### src/hw/srtg_params.svh
// constants for the speed ramp time generator: defaults, limits, timing
// assumes a 200 MHz core clock; included by the ramp module
`ifndef SRTG_PARAMS_SVH
`define SRTG_PARAMS_SVH

`define SRTG_CLK_PERIOD_PS 5000
`define SRTG_TICK_US 1000
`define SRTG_TICK_CYCLES ((`SRTG_TICK_US * 1000000) / `SRTG_CLK_PERIOD_PS)
`define SRTG_TICKS_PER_S (1000000 / `SRTG_TICK_US)

`define SRTG_DEF_ACCEL_S 16'h0005
`define SRTG_DEF_DECEL_S 16'h0005
`define SRTG_DEF_REF_RPM 16'h0BB8
`define SRTG_DEF_ACCEL2_S 16'h0005
`define SRTG_DEF_DECEL2_S 16'h270F
`define SRTG_DEF_LS_ACCEL_S 16'h270F
`define SRTG_DEF_LS_DECEL_S 16'h270F
`define SRTG_DEF_VISIBILITY 16'h0000
`define SRTG_DEF_GAIN_A 16'h0000
`define SRTG_DEF_GAIN_B 16'h0000
`define SRTG_DEF_PROFILE 2'h0
`define SRTG_DEF_TERM_FUNC 3'h0

`define SRTG_TIME_UNSET 16'h270F
`define SRTG_TIME_MAX_S 16'h0E10
`define SRTG_REF_MIN_RPM 16'h001E
`define SRTG_REF_MAX_RPM 16'h2EE0
`define SRTG_LOW_SPEED_RPM 16'h012C
`define SRTG_RATED_RPM 16'h0BB8
`define SRTG_FUNC_SECOND_SET 3'h3
`define SRTG_PROFILE_S_A 2'h1
`define SRTG_NUM_TERMS 5
`define SRTG_FRAC_BITS 16
`define SRTG_DIV_STEPS 6'h20

`endif

### src/hw/srtg_pkg.sv
// types shared by the speed ramp time generator
// assumes srtg_params.svh sits on the include path
package srtg_pkg;

  // which setting a write targets
  typedef enum logic [3:0] {
    SRTG_SEL_ACCEL = 4'h0,
    SRTG_SEL_DECEL = 4'h1,
    SRTG_SEL_REF = 4'h2,
    SRTG_SEL_ACCEL2 = 4'h3,
    SRTG_SEL_DECEL2 = 4'h4,
    SRTG_SEL_LS_ACCEL = 4'h5,
    SRTG_SEL_LS_DECEL = 4'h6,
    SRTG_SEL_VISIBILITY = 4'h7,
    SRTG_SEL_GAIN_A = 4'h8,
    SRTG_SEL_GAIN_B = 4'h9,
    SRTG_SEL_TERM_FUNC = 4'hA,
    SRTG_SEL_PROFILE = 4'hB
  } srtg_sel_t;

  typedef struct packed {
    srtg_sel_t sel;
    logic [15:0] data;
  } srtg_wr_t;

  typedef struct packed {
    logic [15:0] gain_a;
    logic [15:0] gain_b;
  } srtg_gain_t;

  typedef enum logic [2:0] {
    SRTG_ST_IDLE = 3'b001,
    SRTG_ST_DIV = 3'b010,
    SRTG_ST_APPLY = 3'b100
  } srtg_state_t;

endpackage : srtg_pkg

### src/hw/srtg_ramp.sv
// speed ramp generator: moves operating speed toward the set speed
// assumes command inputs come from core-clock logic; terminals are async pins
`include "srtg_params.svh"
//
// Behaviour
// - primary accel time is stop-to-reference-speed time, constant rising slope
// - primary decel time is reference-speed-to-stop time, constant falling slope
// - every ramp time scales against the programmable reference speed, except under S-pattern A
// - second time set replaces primary only while second-set select is high
// - with select high, second accel time governs accel and default decel
// - second decel time 9999 means decelerate using second accel time
// - second-set select comes from a terminal whose function code is 3
// - below 300 r/min accel uses low-speed accel time; 9999 means primary
// - below 300 r/min decel uses low-speed decel time; 9999 means primary
// - low-speed time shorter than primary acts as the primary time
// - with S-pattern A profile, times scale to rated speed instead
// - changing reference speed leaves the analog gain settings untouched
// - reference and second-set settings writable only when visibility is 0
// - operating speed follows set speed while start is high, else ramps to 0, using the times selected above
module srtg_ramp #(
  parameter int unsigned TICK_CYCLES = `SRTG_TICK_CYCLES
) (
  input wire logic i_core_clk,
  input wire logic i_rst_b,
  input wire logic [15:0] i_set_speed,
  input wire logic i_start,
  input wire logic [`SRTG_NUM_TERMS-1:0] i_term,
  input wire logic i_wr_valid,
  input wire srtg_pkg::srtg_wr_t i_wr,
  output logic [15:0] o_speed,
  output logic o_at_target,
  output logic o_second_set_select,
  output logic o_wr_refused,
  output srtg_pkg::srtg_gain_t o_gain
);

  logic [15:0] accel_time_r;
  logic [15:0] decel_time_r;
  logic [15:0] ramp_reference_speed_r;
  logic [15:0] second_accel_time_r;
  logic [15:0] second_decel_time_r;
  logic [15:0] low_speed_accel_time_r;
  logic [15:0] low_speed_decel_time_r;
  logic [15:0] extended_param_visibility_r;
  logic [1:0] ramp_profile_select_r;
  logic [2:0] input_terminal_function_sel_r [`SRTG_NUM_TERMS];
  logic [`SRTG_NUM_TERMS-1:0] term_meta_r;
  logic [`SRTG_NUM_TERMS-1:0] term_sync_r;
  logic [`SRTG_NUM_TERMS-1:0] term_hit;
  logic second_set_select;
  logic wr_ok;
  logic time_ok;
  logic visible;

  // two-flop sync on terminal pins before any decode
  always_ff @(posedge i_core_clk or negedge i_rst_b) begin
    if (!i_rst_b) begin
      term_meta_r <= '0;
      term_sync_r <= '0;
    end else begin
      term_meta_r <= i_term;
      term_sync_r <= term_meta_r;
    end
  end

  for (genvar g = 0; g < `SRTG_NUM_TERMS; g++) begin : g_term
    // one function code per terminal, each written only through its own index
    always_ff @(posedge i_core_clk or negedge i_rst_b) begin
      if (!i_rst_b) begin
        input_terminal_function_sel_r[g] <= `SRTG_DEF_TERM_FUNC;
      end else if (i_wr_valid && wr_ok && (i_wr.sel == srtg_pkg::SRTG_SEL_TERM_FUNC)
                   && (i_wr.data[6:4] == 3'(g))) begin
        input_terminal_function_sel_r[g] <= i_wr.data[2:0];
      end
    end
    assign term_hit[g] = term_sync_r[g] && (input_terminal_function_sel_r[g] == `SRTG_FUNC_SECOND_SET);
  end
  assign second_set_select = |term_hit;

  // settings writes
  assign visible = (extended_param_visibility_r == 16'h0000);
  assign time_ok = (i_wr.data <= `SRTG_TIME_MAX_S);
  always_comb begin
    wr_ok = 1'b0;
    case (i_wr.sel)
      srtg_pkg::SRTG_SEL_ACCEL, srtg_pkg::SRTG_SEL_DECEL: wr_ok = time_ok;
      srtg_pkg::SRTG_SEL_REF: wr_ok = visible && (i_wr.data >= `SRTG_REF_MIN_RPM)
                                      && (i_wr.data <= `SRTG_REF_MAX_RPM);
      srtg_pkg::SRTG_SEL_ACCEL2: wr_ok = visible && time_ok;
      srtg_pkg::SRTG_SEL_DECEL2: wr_ok = visible && (time_ok || i_wr.data == `SRTG_TIME_UNSET);
      srtg_pkg::SRTG_SEL_LS_ACCEL, srtg_pkg::SRTG_SEL_LS_DECEL:
        wr_ok = time_ok || (i_wr.data == `SRTG_TIME_UNSET);
      srtg_pkg::SRTG_SEL_VISIBILITY, srtg_pkg::SRTG_SEL_GAIN_A, srtg_pkg::SRTG_SEL_GAIN_B: wr_ok = 1'b1;
      srtg_pkg::SRTG_SEL_TERM_FUNC: wr_ok = (i_wr.data[6:4] < 3'(`SRTG_NUM_TERMS));
      srtg_pkg::SRTG_SEL_PROFILE: wr_ok = (i_wr.data[15:2] == 14'h0000) && (i_wr.data[1:0] != 2'h3);
      default: wr_ok = 1'b0;
    endcase
  end

  always_ff @(posedge i_core_clk or negedge i_rst_b) begin
    if (!i_rst_b) begin
      accel_time_r <= `SRTG_DEF_ACCEL_S;
      decel_time_r <= `SRTG_DEF_DECEL_S;
      ramp_reference_speed_r <= `SRTG_DEF_REF_RPM;
      second_accel_time_r <= `SRTG_DEF_ACCEL2_S;
      second_decel_time_r <= `SRTG_DEF_DECEL2_S;
      low_speed_accel_time_r <= `SRTG_DEF_LS_ACCEL_S;
      low_speed_decel_time_r <= `SRTG_DEF_LS_DECEL_S;
      extended_param_visibility_r <= `SRTG_DEF_VISIBILITY;
      ramp_profile_select_r <= `SRTG_DEF_PROFILE;
      o_gain <= '{gain_a: `SRTG_DEF_GAIN_A, gain_b: `SRTG_DEF_GAIN_B};
    end else if (i_wr_valid && wr_ok) begin
      // gains only change by their own writes, never with the reference
      case (i_wr.sel)
        srtg_pkg::SRTG_SEL_ACCEL: accel_time_r <= i_wr.data;
        srtg_pkg::SRTG_SEL_DECEL: decel_time_r <= i_wr.data;
        srtg_pkg::SRTG_SEL_REF: ramp_reference_speed_r <= i_wr.data;
        srtg_pkg::SRTG_SEL_ACCEL2: second_accel_time_r <= i_wr.data;
        srtg_pkg::SRTG_SEL_DECEL2: second_decel_time_r <= i_wr.data;
        srtg_pkg::SRTG_SEL_LS_ACCEL: low_speed_accel_time_r <= i_wr.data;
        srtg_pkg::SRTG_SEL_LS_DECEL: low_speed_decel_time_r <= i_wr.data;
        srtg_pkg::SRTG_SEL_VISIBILITY: extended_param_visibility_r <= i_wr.data;
        srtg_pkg::SRTG_SEL_GAIN_A: o_gain.gain_a <= i_wr.data;
        srtg_pkg::SRTG_SEL_GAIN_B: o_gain.gain_b <= i_wr.data;
        srtg_pkg::SRTG_SEL_PROFILE: ramp_profile_select_r <= i_wr.data[1:0];
        default: ;
      endcase
    end
  end

  always_ff @(posedge i_core_clk or negedge i_rst_b) begin
    if (!i_rst_b) begin
      o_wr_refused <= 1'b0;
      o_second_set_select <= 1'b0;
    end else begin
      o_wr_refused <= i_wr_valid && !wr_ok;
      o_second_set_select <= second_set_select;
    end
  end

  // ramp timing
  logic [31:0] speed_acc_r;
  logic [31:0] target;
  logic [15:0] target_rpm;
  logic [31:0] tick_cnt_r;
  logic tick;
  logic rising;
  logic low_speed;
  logic [15:0] base_time;
  logic [15:0] low_time;
  logic [15:0] active_time;
  logic [15:0] scale_rpm;
  srtg_pkg::srtg_state_t state_r;
  logic [5:0] div_cnt_r;
  logic [31:0] num_r;
  logic [31:0] quo_r;
  logic [22:0] rem_r;
  logic [22:0] den_r;
  logic [23:0] rem_shift;
  logic step_up_r;

  assign target_rpm = i_start ? i_set_speed : 16'h0000;
  assign target = {target_rpm, 16'h0000};
  assign rising = (target > speed_acc_r);
  assign low_speed = (speed_acc_r[31:16] < `SRTG_LOW_SPEED_RPM);
  assign tick = (tick_cnt_r == 32'(TICK_CYCLES - 1));

  always_comb begin
    if (rising) begin
      base_time = second_set_select ? second_accel_time_r : accel_time_r;
      low_time = low_speed_accel_time_r;
    end else begin
      if (second_set_select) begin
        base_time = (second_decel_time_r == `SRTG_TIME_UNSET) ? second_accel_time_r
                                                                 : second_decel_time_r;
      end else begin
        base_time = decel_time_r;
      end
      low_time = low_speed_decel_time_r;
    end
    active_time = base_time;
    // a low-speed time below the primary cannot make the ramp steeper
    if (low_speed && (low_time != `SRTG_TIME_UNSET) && (low_time > base_time)) begin
      active_time = low_time;
    end
    scale_rpm = (ramp_profile_select_r == `SRTG_PROFILE_S_A) ? `SRTG_RATED_RPM
                                                             : ramp_reference_speed_r;
  end

  always_ff @(posedge i_core_clk or negedge i_rst_b) begin
    if (!i_rst_b) begin
      tick_cnt_r <= '0;
    end else begin
      tick_cnt_r <= tick ? 32'h0000_0000 : tick_cnt_r + 32'h0000_0001;
    end
  end

  // serial divide spreads the slope math over the tick; needs ticks of at least 34 cycles
  assign rem_shift = {rem_r, num_r[31]};
  always_ff @(posedge i_core_clk or negedge i_rst_b) begin
    if (!i_rst_b) begin
      state_r <= srtg_pkg::SRTG_ST_IDLE;
      div_cnt_r <= '0;
      num_r <= '0;
      quo_r <= '0;
      rem_r <= '0;
      den_r <= '0;
      step_up_r <= 1'b0;
    end else begin
      case (state_r)
        srtg_pkg::SRTG_ST_IDLE: begin
          if (tick) begin
            step_up_r <= rising;
            if (active_time == 16'h0000) begin
              quo_r <= 32'hFFFF_FFFF;
              state_r <= srtg_pkg::SRTG_ST_APPLY;
            end else begin
              num_r <= {scale_rpm, 16'h0000};
              den_r <= 23'(active_time * `SRTG_TICKS_PER_S);
              rem_r <= '0;
              quo_r <= '0;
              div_cnt_r <= `SRTG_DIV_STEPS;
              state_r <= srtg_pkg::SRTG_ST_DIV;
            end
          end
        end
        srtg_pkg::SRTG_ST_DIV: begin
          num_r <= {num_r[30:0], 1'b0};
          if (rem_shift >= {1'b0, den_r}) begin
            rem_r <= 23'(rem_shift - {1'b0, den_r});
            quo_r <= {quo_r[30:0], 1'b1};
          end else begin
            rem_r <= rem_shift[22:0];
            quo_r <= {quo_r[30:0], 1'b0};
          end
          div_cnt_r <= div_cnt_r - 6'h01;
          if (div_cnt_r == 6'h01) begin
            state_r <= srtg_pkg::SRTG_ST_APPLY;
          end
        end
        srtg_pkg::SRTG_ST_APPLY: state_r <= srtg_pkg::SRTG_ST_IDLE;
        default: state_r <= srtg_pkg::SRTG_ST_IDLE;
      endcase
    end
  end

  logic [32:0] sum_up;
  logic [32:0] diff_dn;
  assign sum_up = {1'b0, speed_acc_r} + {1'b0, quo_r};
  assign diff_dn = {1'b0, speed_acc_r} - {1'b0, quo_r};

  always_ff @(posedge i_core_clk or negedge i_rst_b) begin
    if (!i_rst_b) begin
      speed_acc_r <= '0;
    end else if (state_r == srtg_pkg::SRTG_ST_APPLY) begin
      // direction re-checked so a target change mid-divide never overshoots
      if (step_up_r && rising) begin
        speed_acc_r <= (sum_up >= {1'b0, target}) ? target : sum_up[31:0];
      end else if (!step_up_r && (target < speed_acc_r)) begin
        speed_acc_r <= (diff_dn[32] || diff_dn[31:0] <= target) ? target : diff_dn[31:0];
      end
    end
  end

  always_ff @(posedge i_core_clk or negedge i_rst_b) begin
    if (!i_rst_b) begin
      o_speed <= '0;
      o_at_target <= 1'b0;
    end else begin
      o_speed <= speed_acc_r[31:16];
      o_at_target <= (speed_acc_r == target);
    end
  end

endmodule : srtg_ramp

### config.mk
export PLATFORM = sky130hd
export DESIGN_NAME = srtg_ramp
export DESIGN_NICKNAME = d
export VERILOG_FILES = /design/src/hw/srtg_pkg.sv /design/src/hw/srtg_ramp.sv
export VERILOG_INCLUDE_DIRS = /design/src /design/src/hw
export SDC_FILE = /design/constraint.sdc
export NUM_CORES = 1
export LEC_CHECK = 0
export BUFFER_PORTS_ARGS = -buffer_cell sky130_fd_sc_hd__buf_2
export CAP_MARGIN = 40
export CORE_MARGIN = 8
export CORE_UTILIZATION = 30
export CTS_BUF_LIST = sky130_fd_sc_hd__clkbuf_8 sky130_fd_sc_hd__clkbuf_16
export CTS_CLUSTER_DIAMETER = 50
export CTS_CLUSTER_SIZE = 25
export DETAILED_ROUTE_END_ITERATION = 10
export GPL_TIMING_DRIVEN = 0
export PLACE_DENSITY = 0.43
export SETUP_SLACK_MARGIN = 0.15
export SLEW_MARGIN = 20
export SYNTH_ARGS = -nofsm -noshare
export SYNTH_HDL_FRONTEND = slang
export SYNTH_SLANG_ARGS = --single-unit
### constraint.sdc
create_clock -name i_core_clk -period 8.2 [get_ports i_core_clk]
set_clock_uncertainty 0.05 [all_clocks]
set_input_delay 0.41 -clock i_core_clk [delete_from_list [all_inputs] [get_ports i_core_clk]]
set_output_delay 0.41 -clock i_core_clk [all_outputs]
set_load 0.05 [all_outputs]
==> impl_metrics.py, run 1 <==
metrics = {
    "setup_path": {
        "crit_path_max_fanout": 6,
        "crit_arrival_ps": 9110,
        "crit_slowest_cell": "fa_1",
        "critPathLaunchType": "flop",
        "critPathKind": "flop to flop",
        "cpPeakStageDelay_ps": 500,
        "cp.required_ps": 8620,
        "worst_setup_path_end_kind": "flop",
    },
    "synthesis": {
        "yosysTopAreaCellShare_pct": 33.6,
        "synthSimpleGateAreaFrac_pct": 15.3,
        "synthArstFlopShare_pct": 100,
        "synth_xor_area_share_pct": 4.10,
        "ys_top_cells_by_count": "dfrtp_1 (333), inv_1 (217), nand2_1 (214)",
        "yosys_warnings": 0,
        "ys_seq_area_share_pct": 37.7,
        "synth.largest_area_cell": "dfrtp_1",
        "synth_edf_count": 0,
        "synth_nets": 2839,
        "synth-seq-cells": 371,
        "syn_inst": 2543,
        "synth_top_family_by_area": "simple AND/OR/NAND/NOR gates",
        "synth_compound_area_share_pct": 14.7,
        "avgSynthCellArea_um2": 9.74,
        "ys.flop_type": "dfrtp_1",
        "synthAdderAreaFrac_pct": 14.3,
        "synth_cell_types": 105,
        "syn_area_mm2": 0.0248,
        "synthTopCellsByArea": "dfrtp_1 (34%), ha_1 (9.9%), mux2_2 (5.7%)",
        "synth.most_common_cell": "dfrtp_1",
        "synth.area.mux_share_pct": 8.45,
    },
    "grt": {
        "grt-ovfl-total": 0,
        "grt_pass1_wl_mm": 121,
        "grt_max_degree": 100,
        "first_global_vias": 21000,
        "antenna_found_initial": 2,
        "grt_usage_pct": 16.8,
    },
    "sta": {
        "setup_slack_ps": -493,
        "finalHoldViolCount": 0,
        "timing.final.crit_share_pct": 106,
        "fin_crit_ps": 8690,
        "rsz0062_at_grt": "true",
        "fmax_ghz": 0.115,
        "fin_tns_setup_ps": -2450,
        "worstMarginPinSlew_ps": 877,
        "final_max_slew_viol_count": 0,
        "slew_headroom_pct": 41.3,
        "setup_violations": 6,
    },
    "clocking": {
        "clk_pin_slew_ps": 60,
        "cts_root_buffer": "clkbuf_16",
        "cts_tree": "yes",
        "cts_sinks": 371,
        "cts_made_buffers": 66,
        "insertion_delay_ps": 630,
        "htree_num_levels": 3,
        "clockBufferDepth": 3,
    },
    "drt": {
        "antenna_left": 0,
        "drcViolationCount": 0,
        "drt_iter0_drc": 1087,
        "vias": 19900,
        "post_drt_via_cell_ratio": 5.11,
        "wl_mm": 76.3,
        "wl_per_cell_um": 19.6,
        "first_pass_iters": 5,
    },
    "power_and_ir_drop": {
        "clockPowerShare_pct": 38.9,
        "switching_share_pct": 34.7,
        "vdd_drop_max_mv": 0.259,
        "p_leak_nw": 14.5,
        "p_sw_mw": 2.51,
        "intPower_mw": 4.74,
        "pwr_density_cell_mw_per_mm2": 237,
        "comb_power_share_pct": 33.0,
        "seq_power_share_pct": 28.1,
    },
    "floorplan": {
        "ios": 96,
        "dieHeight_um": 303,
        "coreArea_mm2": 0.0820,
        "die_w_um": 303,
        "die_area_mm2": 0.0920,
        "initial_core_util_pct": 30.2,
        "rows": 105,
    },
    "place": {
        "pre_cts_slack_ps": -2050,
        "portBuffers": 87,
        "post_dp_cell_area_mm2": 0.0271,
        "hpwl_mm": 57.8,
        "place_congestion": 0.880,
    },
    "layout": {
        "drive_gt1_share_pct": 22.8,
        "diodes": 0,
        "area_delta_synth_final_pct": 23.3,
        "regArea_mm2": 0.00934,
        "final_area_mm2": 0.0306,
        "multiInputGateArea_mm2": 0.0149,
        "fillCellCount": 8321,
        "nets": 3071,
    },
    "run_status": {
        "failed_checks": "negative setup slack",
        "status": "finished, violations left",
    },
    "job": {
        "cap_violations": 0,
    },
    "hold_path": {
        "hp-class": "primary input to flop",
    },
}
## critical path: cells and delay by family (launching register included)
| kind | cells | cell delay [ps] |
|---|---|---|
| adders and majority gates | 7 | 2480 |
| and+or+nand+nor | 7 | 1240 |
| AOI/OAI and AO/OA | 15 | 2900 |
| DFF | 1 | 390 |
| muxes | 1 | 320 |
| xor gates and xnor gates | 1 | 210 |
| buffers and inverters | 9 | 920 |
## final cells by class
cell class / instances / area share, %
Clock buffer: 74 / 5.80
Buffer: 117 / 2.10
Tap cell: 1070 / 4.38
Multi-Input combinational cell: 1837 / 48.8
Inverter: 218 / 2.69
Sequential cell: 371 / 30.6
Clock inverter: 47 / 1.74
Timing Repair Buffer: 164 / 3.93
## sequential cells by signal (all words and copies together), names as in the netlist, 15 cells and up
name and cells:
o_speed 16, second_accel_time_r 16, quo_r 32, ramp_reference_speed_r 16, extended_param_visibility_r 16, rem_r 23
low_speed_accel_time_r 16, accel_time_r 16, decel_time_r 16, second_decel_time_r 16, num_r 16, o_gain 32
input_terminal_function_sel_r 15, tick_cnt_r 32, den_r 20, low_speed_decel_time_r 16, speed_acc_r 32
## placed cells by master, fill, tap and decap left out, drive strengths merged, types with 14 or more instances in the layout
| master | instances |
|---|---|
| mux2i | 27 |
| nand2 | 216 |
| and2 | 22 |
| nor2b | 38 |
| a21o | 54 |
| nand2b | 17 |
| o21a | 18 |
| clkinv | 19 |
| nand3 | 70 |
| nand4 | 39 |
| o21bai | 19 |
| dfrtp | 333 |
| nor3 | 51 |
| and3 | 15 |
| nor4 | 31 |
| mux2 | 162 |
| xor2 | 39 |
| a31oi | 21 |
| o21ai | 112 |
| xnor2 | 77 |
| dfstp | 38 |
| clkbuf | 155 |
| o31ai | 14 |
| o22ai | 18 |
| buf | 193 |
| nor2 | 187 |
| ha | 196 |
| inv | 236 |
| a221o | 33 |
| a211oi | 15 |
| a21oi | 105 |
| fa | 55 |
## path summary, 6_finish.rpt
kind | depth (start not counted) | slack (ps) | to | from
max in group asynchronous | 5 | 6260 | num_r[25] | i_rst_b
setup / recovery | 40 | -490 | den_r[21] | speed_acc_r[25]
hold / removal | 2 | 70 | extended_param_visibility_r[15] | i_wr[15]
min in group asynchronous | 2 | 250 | o_speed[4] | i_rst_b
setup reg to reg | 40 | -490 | den_r[21] | speed_acc_r[25]
hold reg to reg | 0 | 290 | term_sync_r[2] | term_meta_r[2]
## timing repair
action                                 CTS  global route
pin swaps                               31            26
cloned                                   1             0
endpoints found under the hold margin   52             0
hold buffers                             7             0
resized for setup                       88            27
buffers inserted                        45            12
setup endpoints to repair               26            12
## logic make-up after synthesis
logic type	after synthesis
AOI/OAI and AO/OA	521
adders and majority gates	251
and+or+nand+nor	760
DFF	371
xor gates and xnor gates	116
muxes	189
buffers and inverters	335
## power by group through the flow
stage               clock, mW  combinational [mW]  sequential [mW]
floorplan                   0                1.39             2.15
global placement            0                1.99             2.07
detailed placement          0                2.01             2.07
CTS                      2.91                2.29             2.04
global route             3.00                2.66             2.06
finish                   2.82                2.39             2.04
## per-stage QoR
stage	hold slack [ps]	total power, mW	cells	utilization [%]
4_1_cts	17.8	7.24	3886	37.0
2_1_floorplan	64.4	3.54	2543	-
3_3_place_gp	283	4.06	3700	32.8
5_1_grt	34.6	7.72	3898	37.3
3_5_place_dp	287	4.08	3712	33.1
6_report	66.1	7.25	3898	37.3
## metal layers
| metal | share of wire (%) | GRT usage (%) | vias up |
|---|---|---|---|
| met1 | 44 | 21.2 | 9794 |
| met5 | 0.010 | 0 | - |
| met4 | 3.8 | 6.28 | 2 |
| met2 | 48 | 28.5 | 450 |
| li1 | - | - | 9512 |
| met3 | 4.3 | 2.89 | 168 |
No activity file was read; power rests on OpenSTA's default activity.
==> inputs of run 2 (changes only) <==
--- a/config.mk
+++ b/config.mk
@@ -6,6 +6,7 @@
 export SDC_FILE = /design/constraint.sdc
 export NUM_CORES = 1
 export LEC_CHECK = 0
+export ABC_AREA = 1
 export BUFFER_PORTS_ARGS = -buffer_cell sky130_fd_sc_hd__buf_2
 export CAP_MARGIN = 40
 export CORE_MARGIN = 8
==> run 2 against run 1 <==
Against the previous run: the flow now finishes without violations; setup slack improved by 760 ps; hold slack got worse by 1.5 ps; core utilization decreased by 0.61 points; synthesized cell count increased by 36%; first-iteration DRC count increased by 13%; area after synthesis increased by 5.5%; sequential power about the same; cell count increased by 26%; global-route usage increased by 0.98 points; sequential share of layout area decreased by 1.1 points.
==> impl_metrics.py, run 2 <==
metrics = {
    "layout": {
        "final_area_mm2": 0.0318,
        "fillCellCount": 9209,
        "drive_gt1_share_pct": 15.5,
        "final_cell_mix": "nand2_1 (836), inv_1 (477), dfrtp_1 (320)",
        "layout.cells.non_filler": 4909,
        "nets": 3998,
        "layout_commonest_cell": "nand2_1",
        "fin_util_pct": 36.7,
        "area_delta_synth_final_pct": 21.4,
    },
    "sta": {
        "fin_tns_setup_ps": 0,
        "final_max_slew_viol_count": 0,
        "setup_slack_ps": 268,
        "fmax_ghz": 0.126,
        "setup_violations": 0,
        "timing.final.crit_share_pct": 96.7,
        "worstMarginPinSlew_ps": 860,
        "finalHoldViolCount": 0,
        "whs_ps": 64.6,
        "fin_crit_ps": 7930,
        "rsz0062_at_grt": "true",
        "slew_headroom_pct": 42.6,
    },
    "floorplan": {
        "die_area_mm2": 0.0969,
        "rows": 108,
        "initial_core_util_pct": 30.2,
        "dieHeight_um": 311,
        "coreArea_mm2": 0.0866,
        "ios": 96,
        "die_w_um": 311,
    },
    "setup_path": {
        "worst_setup_path_end_kind": "flop",
        "critPathKind": "flop to flop",
        "crit_path_max_fanout": 8,
        "cp.required_ps": 8660,
        "critPathLaunchType": "flop",
        "cpPeakStageDelay_ps": 560,
        "rrSetupSlack_ps": 270,
        "crit_arrival_ps": 8390,
        "crit_family": "adder cells",
        "crit_buf_inv": 14,
        "crit_path_frequent_cell": "nand2_1",
        "crit_slowest_cell": "fa_1",
    },
    "synthesis": {
        "synth.most_common_cell": "nand2_1",
        "synthArstFlopShare_pct": 100,
        "synth-seq-cells": 371,
        "yosysTopAreaCellShare_pct": 31.9,
        "syn_area_mm2": 0.0261,
        "yosys_warnings": 0,
        "synth.largest_area_cell": "dfrtp_1",
        "avgSynthCellArea_um2": 7.57,
        "synth_edf_count": 0,
        "syn_inst": 3456,
        "synthTopCellsByArea": "dfrtp_1 (32%), nand2_1 (12%), ha_1 (9.4%)",
        "synth_nets": 3752,
        "ys.flop_type": "dfrtp_1",
        "synth_cell_types": 71,
        "ys_seq_area_share_pct": 35.7,
        "ys_top_cells_by_count": "nand2_1 (846), inv_1 (488), dfrtp_1 (333)",
    },
    "power_and_ir_drop": {
        "p_sw_mw": 4.79,
        "p_leak_nw": 16.4,
        "seq_power_share_pct": 18.0,
        "finalPower_mw": 11.3,
        "intPower_mw": 6.52,
        "clockPowerShare_pct": 24.7,
        "pwr_density_cell_mw_per_mm2": 356,
        "switching_share_pct": 42.4,
        "vdd_drop_max_mv": 0.521,
        "comb_power_share_pct": 57.4,
    },
    "hold_path": {
        "hp-class": "primary input to flop",
    },
    "clocking": {
        "cts_made_buffers": 66,
        "htree_num_levels": 3,
        "cts_sinks": 371,
        "clk_pin_slew_ps": 70,
        "clockBufferDepth": 3,
        "cts_root_buffer": "clkbuf_16",
        "insertion_delay_ps": 610,
        "cts_tree": "yes",
    },
    "drt": {
        "wl_mm": 87.1,
        "first_pass_iters": 7,
        "post_drt_via_cell_ratio": 4.76,
        "drt_iter0_drc": 1223,
        "vias": 23400,
        "antenna_left": 0,
        "drcViolationCount": 0,
        "wl_per_cell_um": 17.8,
    },
    "grt": {
        "grt_max_degree": 92,
        "grt_pass1_wl_mm": 138,
        "first_global_vias": 23800,
        "grt_usage_pct": 17.7,
        "grt-ovfl-total": 0,
        "antenna_found_initial": 3,
    },
    "place": {
        "place_congestion": 0.931,
        "portBuffers": 93,
        "post_dp_cell_area_mm2": 0.0283,
        "hpwl_mm": 66.8,
        "place_inst": 4715,
        "pre_cts_slack_ps": -1350,
    },
    "run_status": {
        "status": "finished, final reports clean",
    },
    "job": {
        "cap_violations": 0,
    },
}
[run 2: tightest hold or removal path, cell delays in order]
cell and delay, ps:
buf_2 110, inv_1 90, o21ai_1 70
[run 2: layer usage]
| layer | global-route usage, % | routed length [um] |
|---|---|---|
| met1 | 23.8 | 41100 |
| met2 | 29.9 | 40900 |
| met3 | 2.45 | 3020 |
| met4 | 4.70 | 2050 |
| met5 | 0 | 10 |
[run 2: cells by family after synthesis]
| logic type | Yosys count | synth area share (%) |
|---|---|---|
| AO/OA/AOI/OAI | 594 | 13.2 |
| XOR/XNOR | 91 | 3.05 |
| adder cells (fa/ha/maj) | 251 | 13.6 |
| buffers and inverters | 627 | 9.47 |
| flip-flops | 371 | 35.7 |
| multiplexers | 4 | 0.153 |
| AND/OR/NAND/NOR | 1518 | 24.8 |
[run 2: final cells by class]
cell class	instances	area, um^2	area share, %
diodes	2	5.00	0.0158
plain buffers	116	644	2.03
clock buffers	73	1770	5.58
clock inverters	45	472	1.49
inverters	511	1940	6.10
multi-input cells	2458	14800	46.7
flip-flops and latches	371	9350	29.4
well taps	1155	1450	4.55
repair buffers	178	1290	4.06
[run 2: worst paths after layout]
path / startpoint / end / depth (start not counted)
max: speed_acc_r[31] / den_r[19] / 53
min: i_wr[14] / extended_param_visibility_r[14] / 3
max reg2reg: speed_acc_r[31] / den_r[19] / 53
min reg2reg: term_meta_r[4] / term_sync_r[4] / 0
max in group asynchronous: i_rst_b / tick_cnt_r[23] / 5
min in group asynchronous: i_rst_b / term_meta_r[1] / 2
[run 2: power by group through the flow]
stage          clock (mW)  combinational [mW]  sequential [mW]
3_3_place_gp            0                5.07             2.06
5_1_grt              2.95                7.41             2.05
4_1_cts              2.87                5.91             2.03
2_1_floorplan           0                3.84             2.13
3_5_place_dp            0                5.07             2.06
6_report             2.79                6.49             2.03
[run 2: repair_timing]
| action | 4_1_cts | 5_1_grt |
|---|---|---|
| setup endpoints to repair | 13 | 11 |
| endpoints found under the hold margin | 58 | 0 |
| gates cloned | 0 | 1 |
| pin swaps | 41 | 46 |
| hold buffers | 6 | 0 |
| setup buffers | 52 | 13 |
| gates resized for setup | 87 | 74 |
==> inputs of run 3 (changes only) <==
--- a/config.mk
+++ b/config.mk
@@ -16,7 +16,7 @@
 export CTS_CLUSTER_SIZE = 25
 export DETAILED_ROUTE_END_ITERATION = 10
 export GPL_TIMING_DRIVEN = 0
-export PLACE_DENSITY = 0.43
+export PLACE_DENSITY = 0.5
 export SETUP_SLACK_MARGIN = 0.15
 export SLEW_MARGIN = 20
 export SYNTH_ARGS = -nofsm -noshare
==> constraint.sdc (replaced) <==
create_clock -name i_core_clk -period 8.65 [get_ports i_core_clk]
set_clock_uncertainty 0.05 [all_clocks]
set_input_delay 0.4325 -clock i_core_clk [delete_from_list [all_inputs] [get_ports i_core_clk]]
set_output_delay 0.4325 -clock i_core_clk [all_outputs]
set_load 0.05 [all_outputs]
==> run 3 against run 2 <==
Against the previous run: critical path type unchanged; core utilization decreased by 0.92 points; die area unchanged; non-clock buffer count decreased by 30; combinational power decreased by 17%; power decreased by 15%; count of clock-buffer cells in the layout decreased by 11; highest routed layer unchanged; routed wire length decreased by 6.0%; sequential share of layout area increased by 0.75 points; critical path depth decreased by 4; design area decreased by 2.5%; via count decreased by 0.17%.
==> impl_metrics.py, run 3 (synthesis gave the netlist of run 2 again) <==
metrics = {
    "setup_path": {
        "worst_setup_path_end_kind": "flop",
        "cpPeakStageDelay_ps": 560,
        "critPathLaunchType": "flop",
        "rrSetupSlack_ps": 500,
        "critPathKind": "flop to flop",
        "crit_path_frequent_cell": "nand2_1",
        "r2r_start": "speed_acc_r[22]",
        "crit_path_max_fanout": 7,
        "r2r-end": "den_r[19]",
        "rr_worst_depth": 49,
        "cp.required_ps": 9140,
        "crit_slowest_cell": "fa_2",
        "crit_arrival_ps": 8640,
    },
    "floorplan": {
        "rows": 108,
        "dieHeight_um": 311,
        "coreArea_mm2": 0.0866,
        "die_w_um": 311,
        "die_area_mm2": 0.0969,
        "ios": 96,
        "initial_core_util_pct": 30.2,
    },
    "sta": {
        "timing.final.crit_share_pct": 94.2,
        "fmax_ghz": 0.123,
        "slew_headroom_pct": 43.7,
        "finalHoldViolCount": 0,
        "rsz0062_at_grt": "true",
        "final_max_slew_viol_count": 0,
        "setup_violations": 0,
        "worstMarginPinSlew_ps": 845,
        "fin_crit_ps": 8150,
        "fin_tns_setup_ps": 0,
    },
    "grt": {
        "grt-ovfl-total": 0,
        "first_global_vias": 23400,
        "grt_max_degree": 87,
        "grt_usage_pct": 16.5,
        "grt_pass1_wl_mm": 131,
        "antenna_found_initial": 7,
    },
    "clocking": {
        "clk_pin_slew_ps": 60,
        "cts_sinks": 371,
        "htree_num_levels": 2,
        "cts_tree": "yes",
        "clockBufferDepth": 3,
        "insertion_delay_ps": 620,
        "cts_made_buffers": 55,
        "cts_root_buffer": "clkbuf_16",
    },
    "power_and_ir_drop": {
        "switching_share_pct": 44.0,
        "clockPowerShare_pct": 23.9,
        "intPower_mw": 5.38,
        "p_sw_mw": 4.23,
        "p_leak_nw": 16.0,
        "seq_power_share_pct": 20.0,
        "vdd_drop_max_mv": 0.436,
        "pwr_density_cell_mw_per_mm2": 310,
        "comb_power_share_pct": 56.1,
        "finalPower_mw": 9.61,
    },
    "drt": {
        "drt_iter0_drc": 1333,
        "wl_mm": 81.9,
        "drcViolationCount": 0,
        "vias": 23300,
        "wl_per_cell_um": 16.8,
        "first_pass_iters": 5,
        "antenna_left": 0,
        "post_drt_via_cell_ratio": 4.80,
    },
    "layout": {
        "nets": 3957,
        "final_cell_mix": "nand2_1 (838), inv_1 (479), dfrtp_1 (324)",
        "drive_gt1_share_pct": 13.3,
        "fillCellCount": 9248,
        "area_delta_synth_final_pct": 18.4,
        "layout_commonest_cell": "nand2_1",
    },
    "hold_path": {
        "hold_path_end": "o_gain[15]",
        "hold_depth": 3,
        "hp-class": "primary input to flop",
        "worstHoldStart": "i_wr[15]",
    },
    "run_status": {
        "status": "finished, final reports clean",
    },
    "place": {
        "portBuffers": 93,
        "hpwl_mm": 63.1,
        "place_congestion": 0.899,
    },
    "job": {
        "cap_violations": 0,
    },
}
[run 3: timing repair]
action	4_1_cts	5_1_grt
cloned	0	2
hold buffers	7	0
gates resized for setup	38	70
setup buffers	11	25
pin swaps	5	42
hold endpoints to repair	66	0
setup endpoints to repair	11	10
[run 3: worst max path at each step]
stage | from | endpoint | cells after the start | slack, ps
2_1_floorplan | i_start | den_r[18] | 50 | 180
3_3_place_gp | i_start | den_r[18] | 50 | -1770
3_5_place_dp | i_start | den_r[18] | 50 | -1770
4_1_cts | speed_acc_r[31] | den_r[18] | 48 | 120
5_1_grt | speed_acc_r[19] | den_r[18] | 46 | 30
6_report | speed_acc_r[22] | den_r[19] | 49 | 500
[run 3: metal layers]
metal,part of all wire (%),GRT usage [%]
met5,0.032,0
met4,2.9,4.98
met3,4.3,2.64
met2,46,27.2
met1,47,22.2
[run 3: area by class of cell]
class | count | area (um^2) | share of cell area (%)
multi-input combinational | 2458 | 14600 | 47.3
clock buffer | 62 | 1480 | 4.79
buffer | 116 | 614 | 1.98
tap | 1155 | 1450 | 4.67
sequential | 371 | 9340 | 30.2
clock inverter | 40 | 433 | 1.40
timing repair buffer | 148 | 1050 | 3.40
inverter | 511 | 1930 | 6.25
antenna | 3 | 7.51 | 0.0243
[run 3: power groups by stage]
stage          Combinational [mW]  Clock (mW)  Sequential (mW)
2_1_floorplan                3.60           0             2.02
3_3_place_gp                 4.68           0             1.95
3_5_place_dp                 4.71           0             1.95
4_1_cts                      4.95        2.37             1.92
5_1_grt                      6.15        2.44             1.93
6_report                     5.39        2.30             1.92
[run 3: stage by stage]
stage	instances	setup WS [ps]	area, um^2	hold slack (ps)	util (%)
6_report	4864	503	31000	90.8	35.7
5_1_grt	4863	27.8	30900	90.2	35.7
4_1_cts	4832	123	30400	44.6	35.1
3_5_place_dp	4712	-1770	28200	286	32.6
3_3_place_gp	4704	-1770	28100	287	32.4
2_1_floorplan	3456	180	26100	86.9	-
[run 3: worst max-delay path, delay by kind of cell, from the launching register on]
| kind | cells | cell delay (ps) |
|---|---|---|
| fa+ha+maj | 7 | 2850 |
| simple gates | 23 | 2290 |
| flops | 1 | 490 |
| buf+inv | 10 | 1010 |
| compound gates | 9 | 1380 |
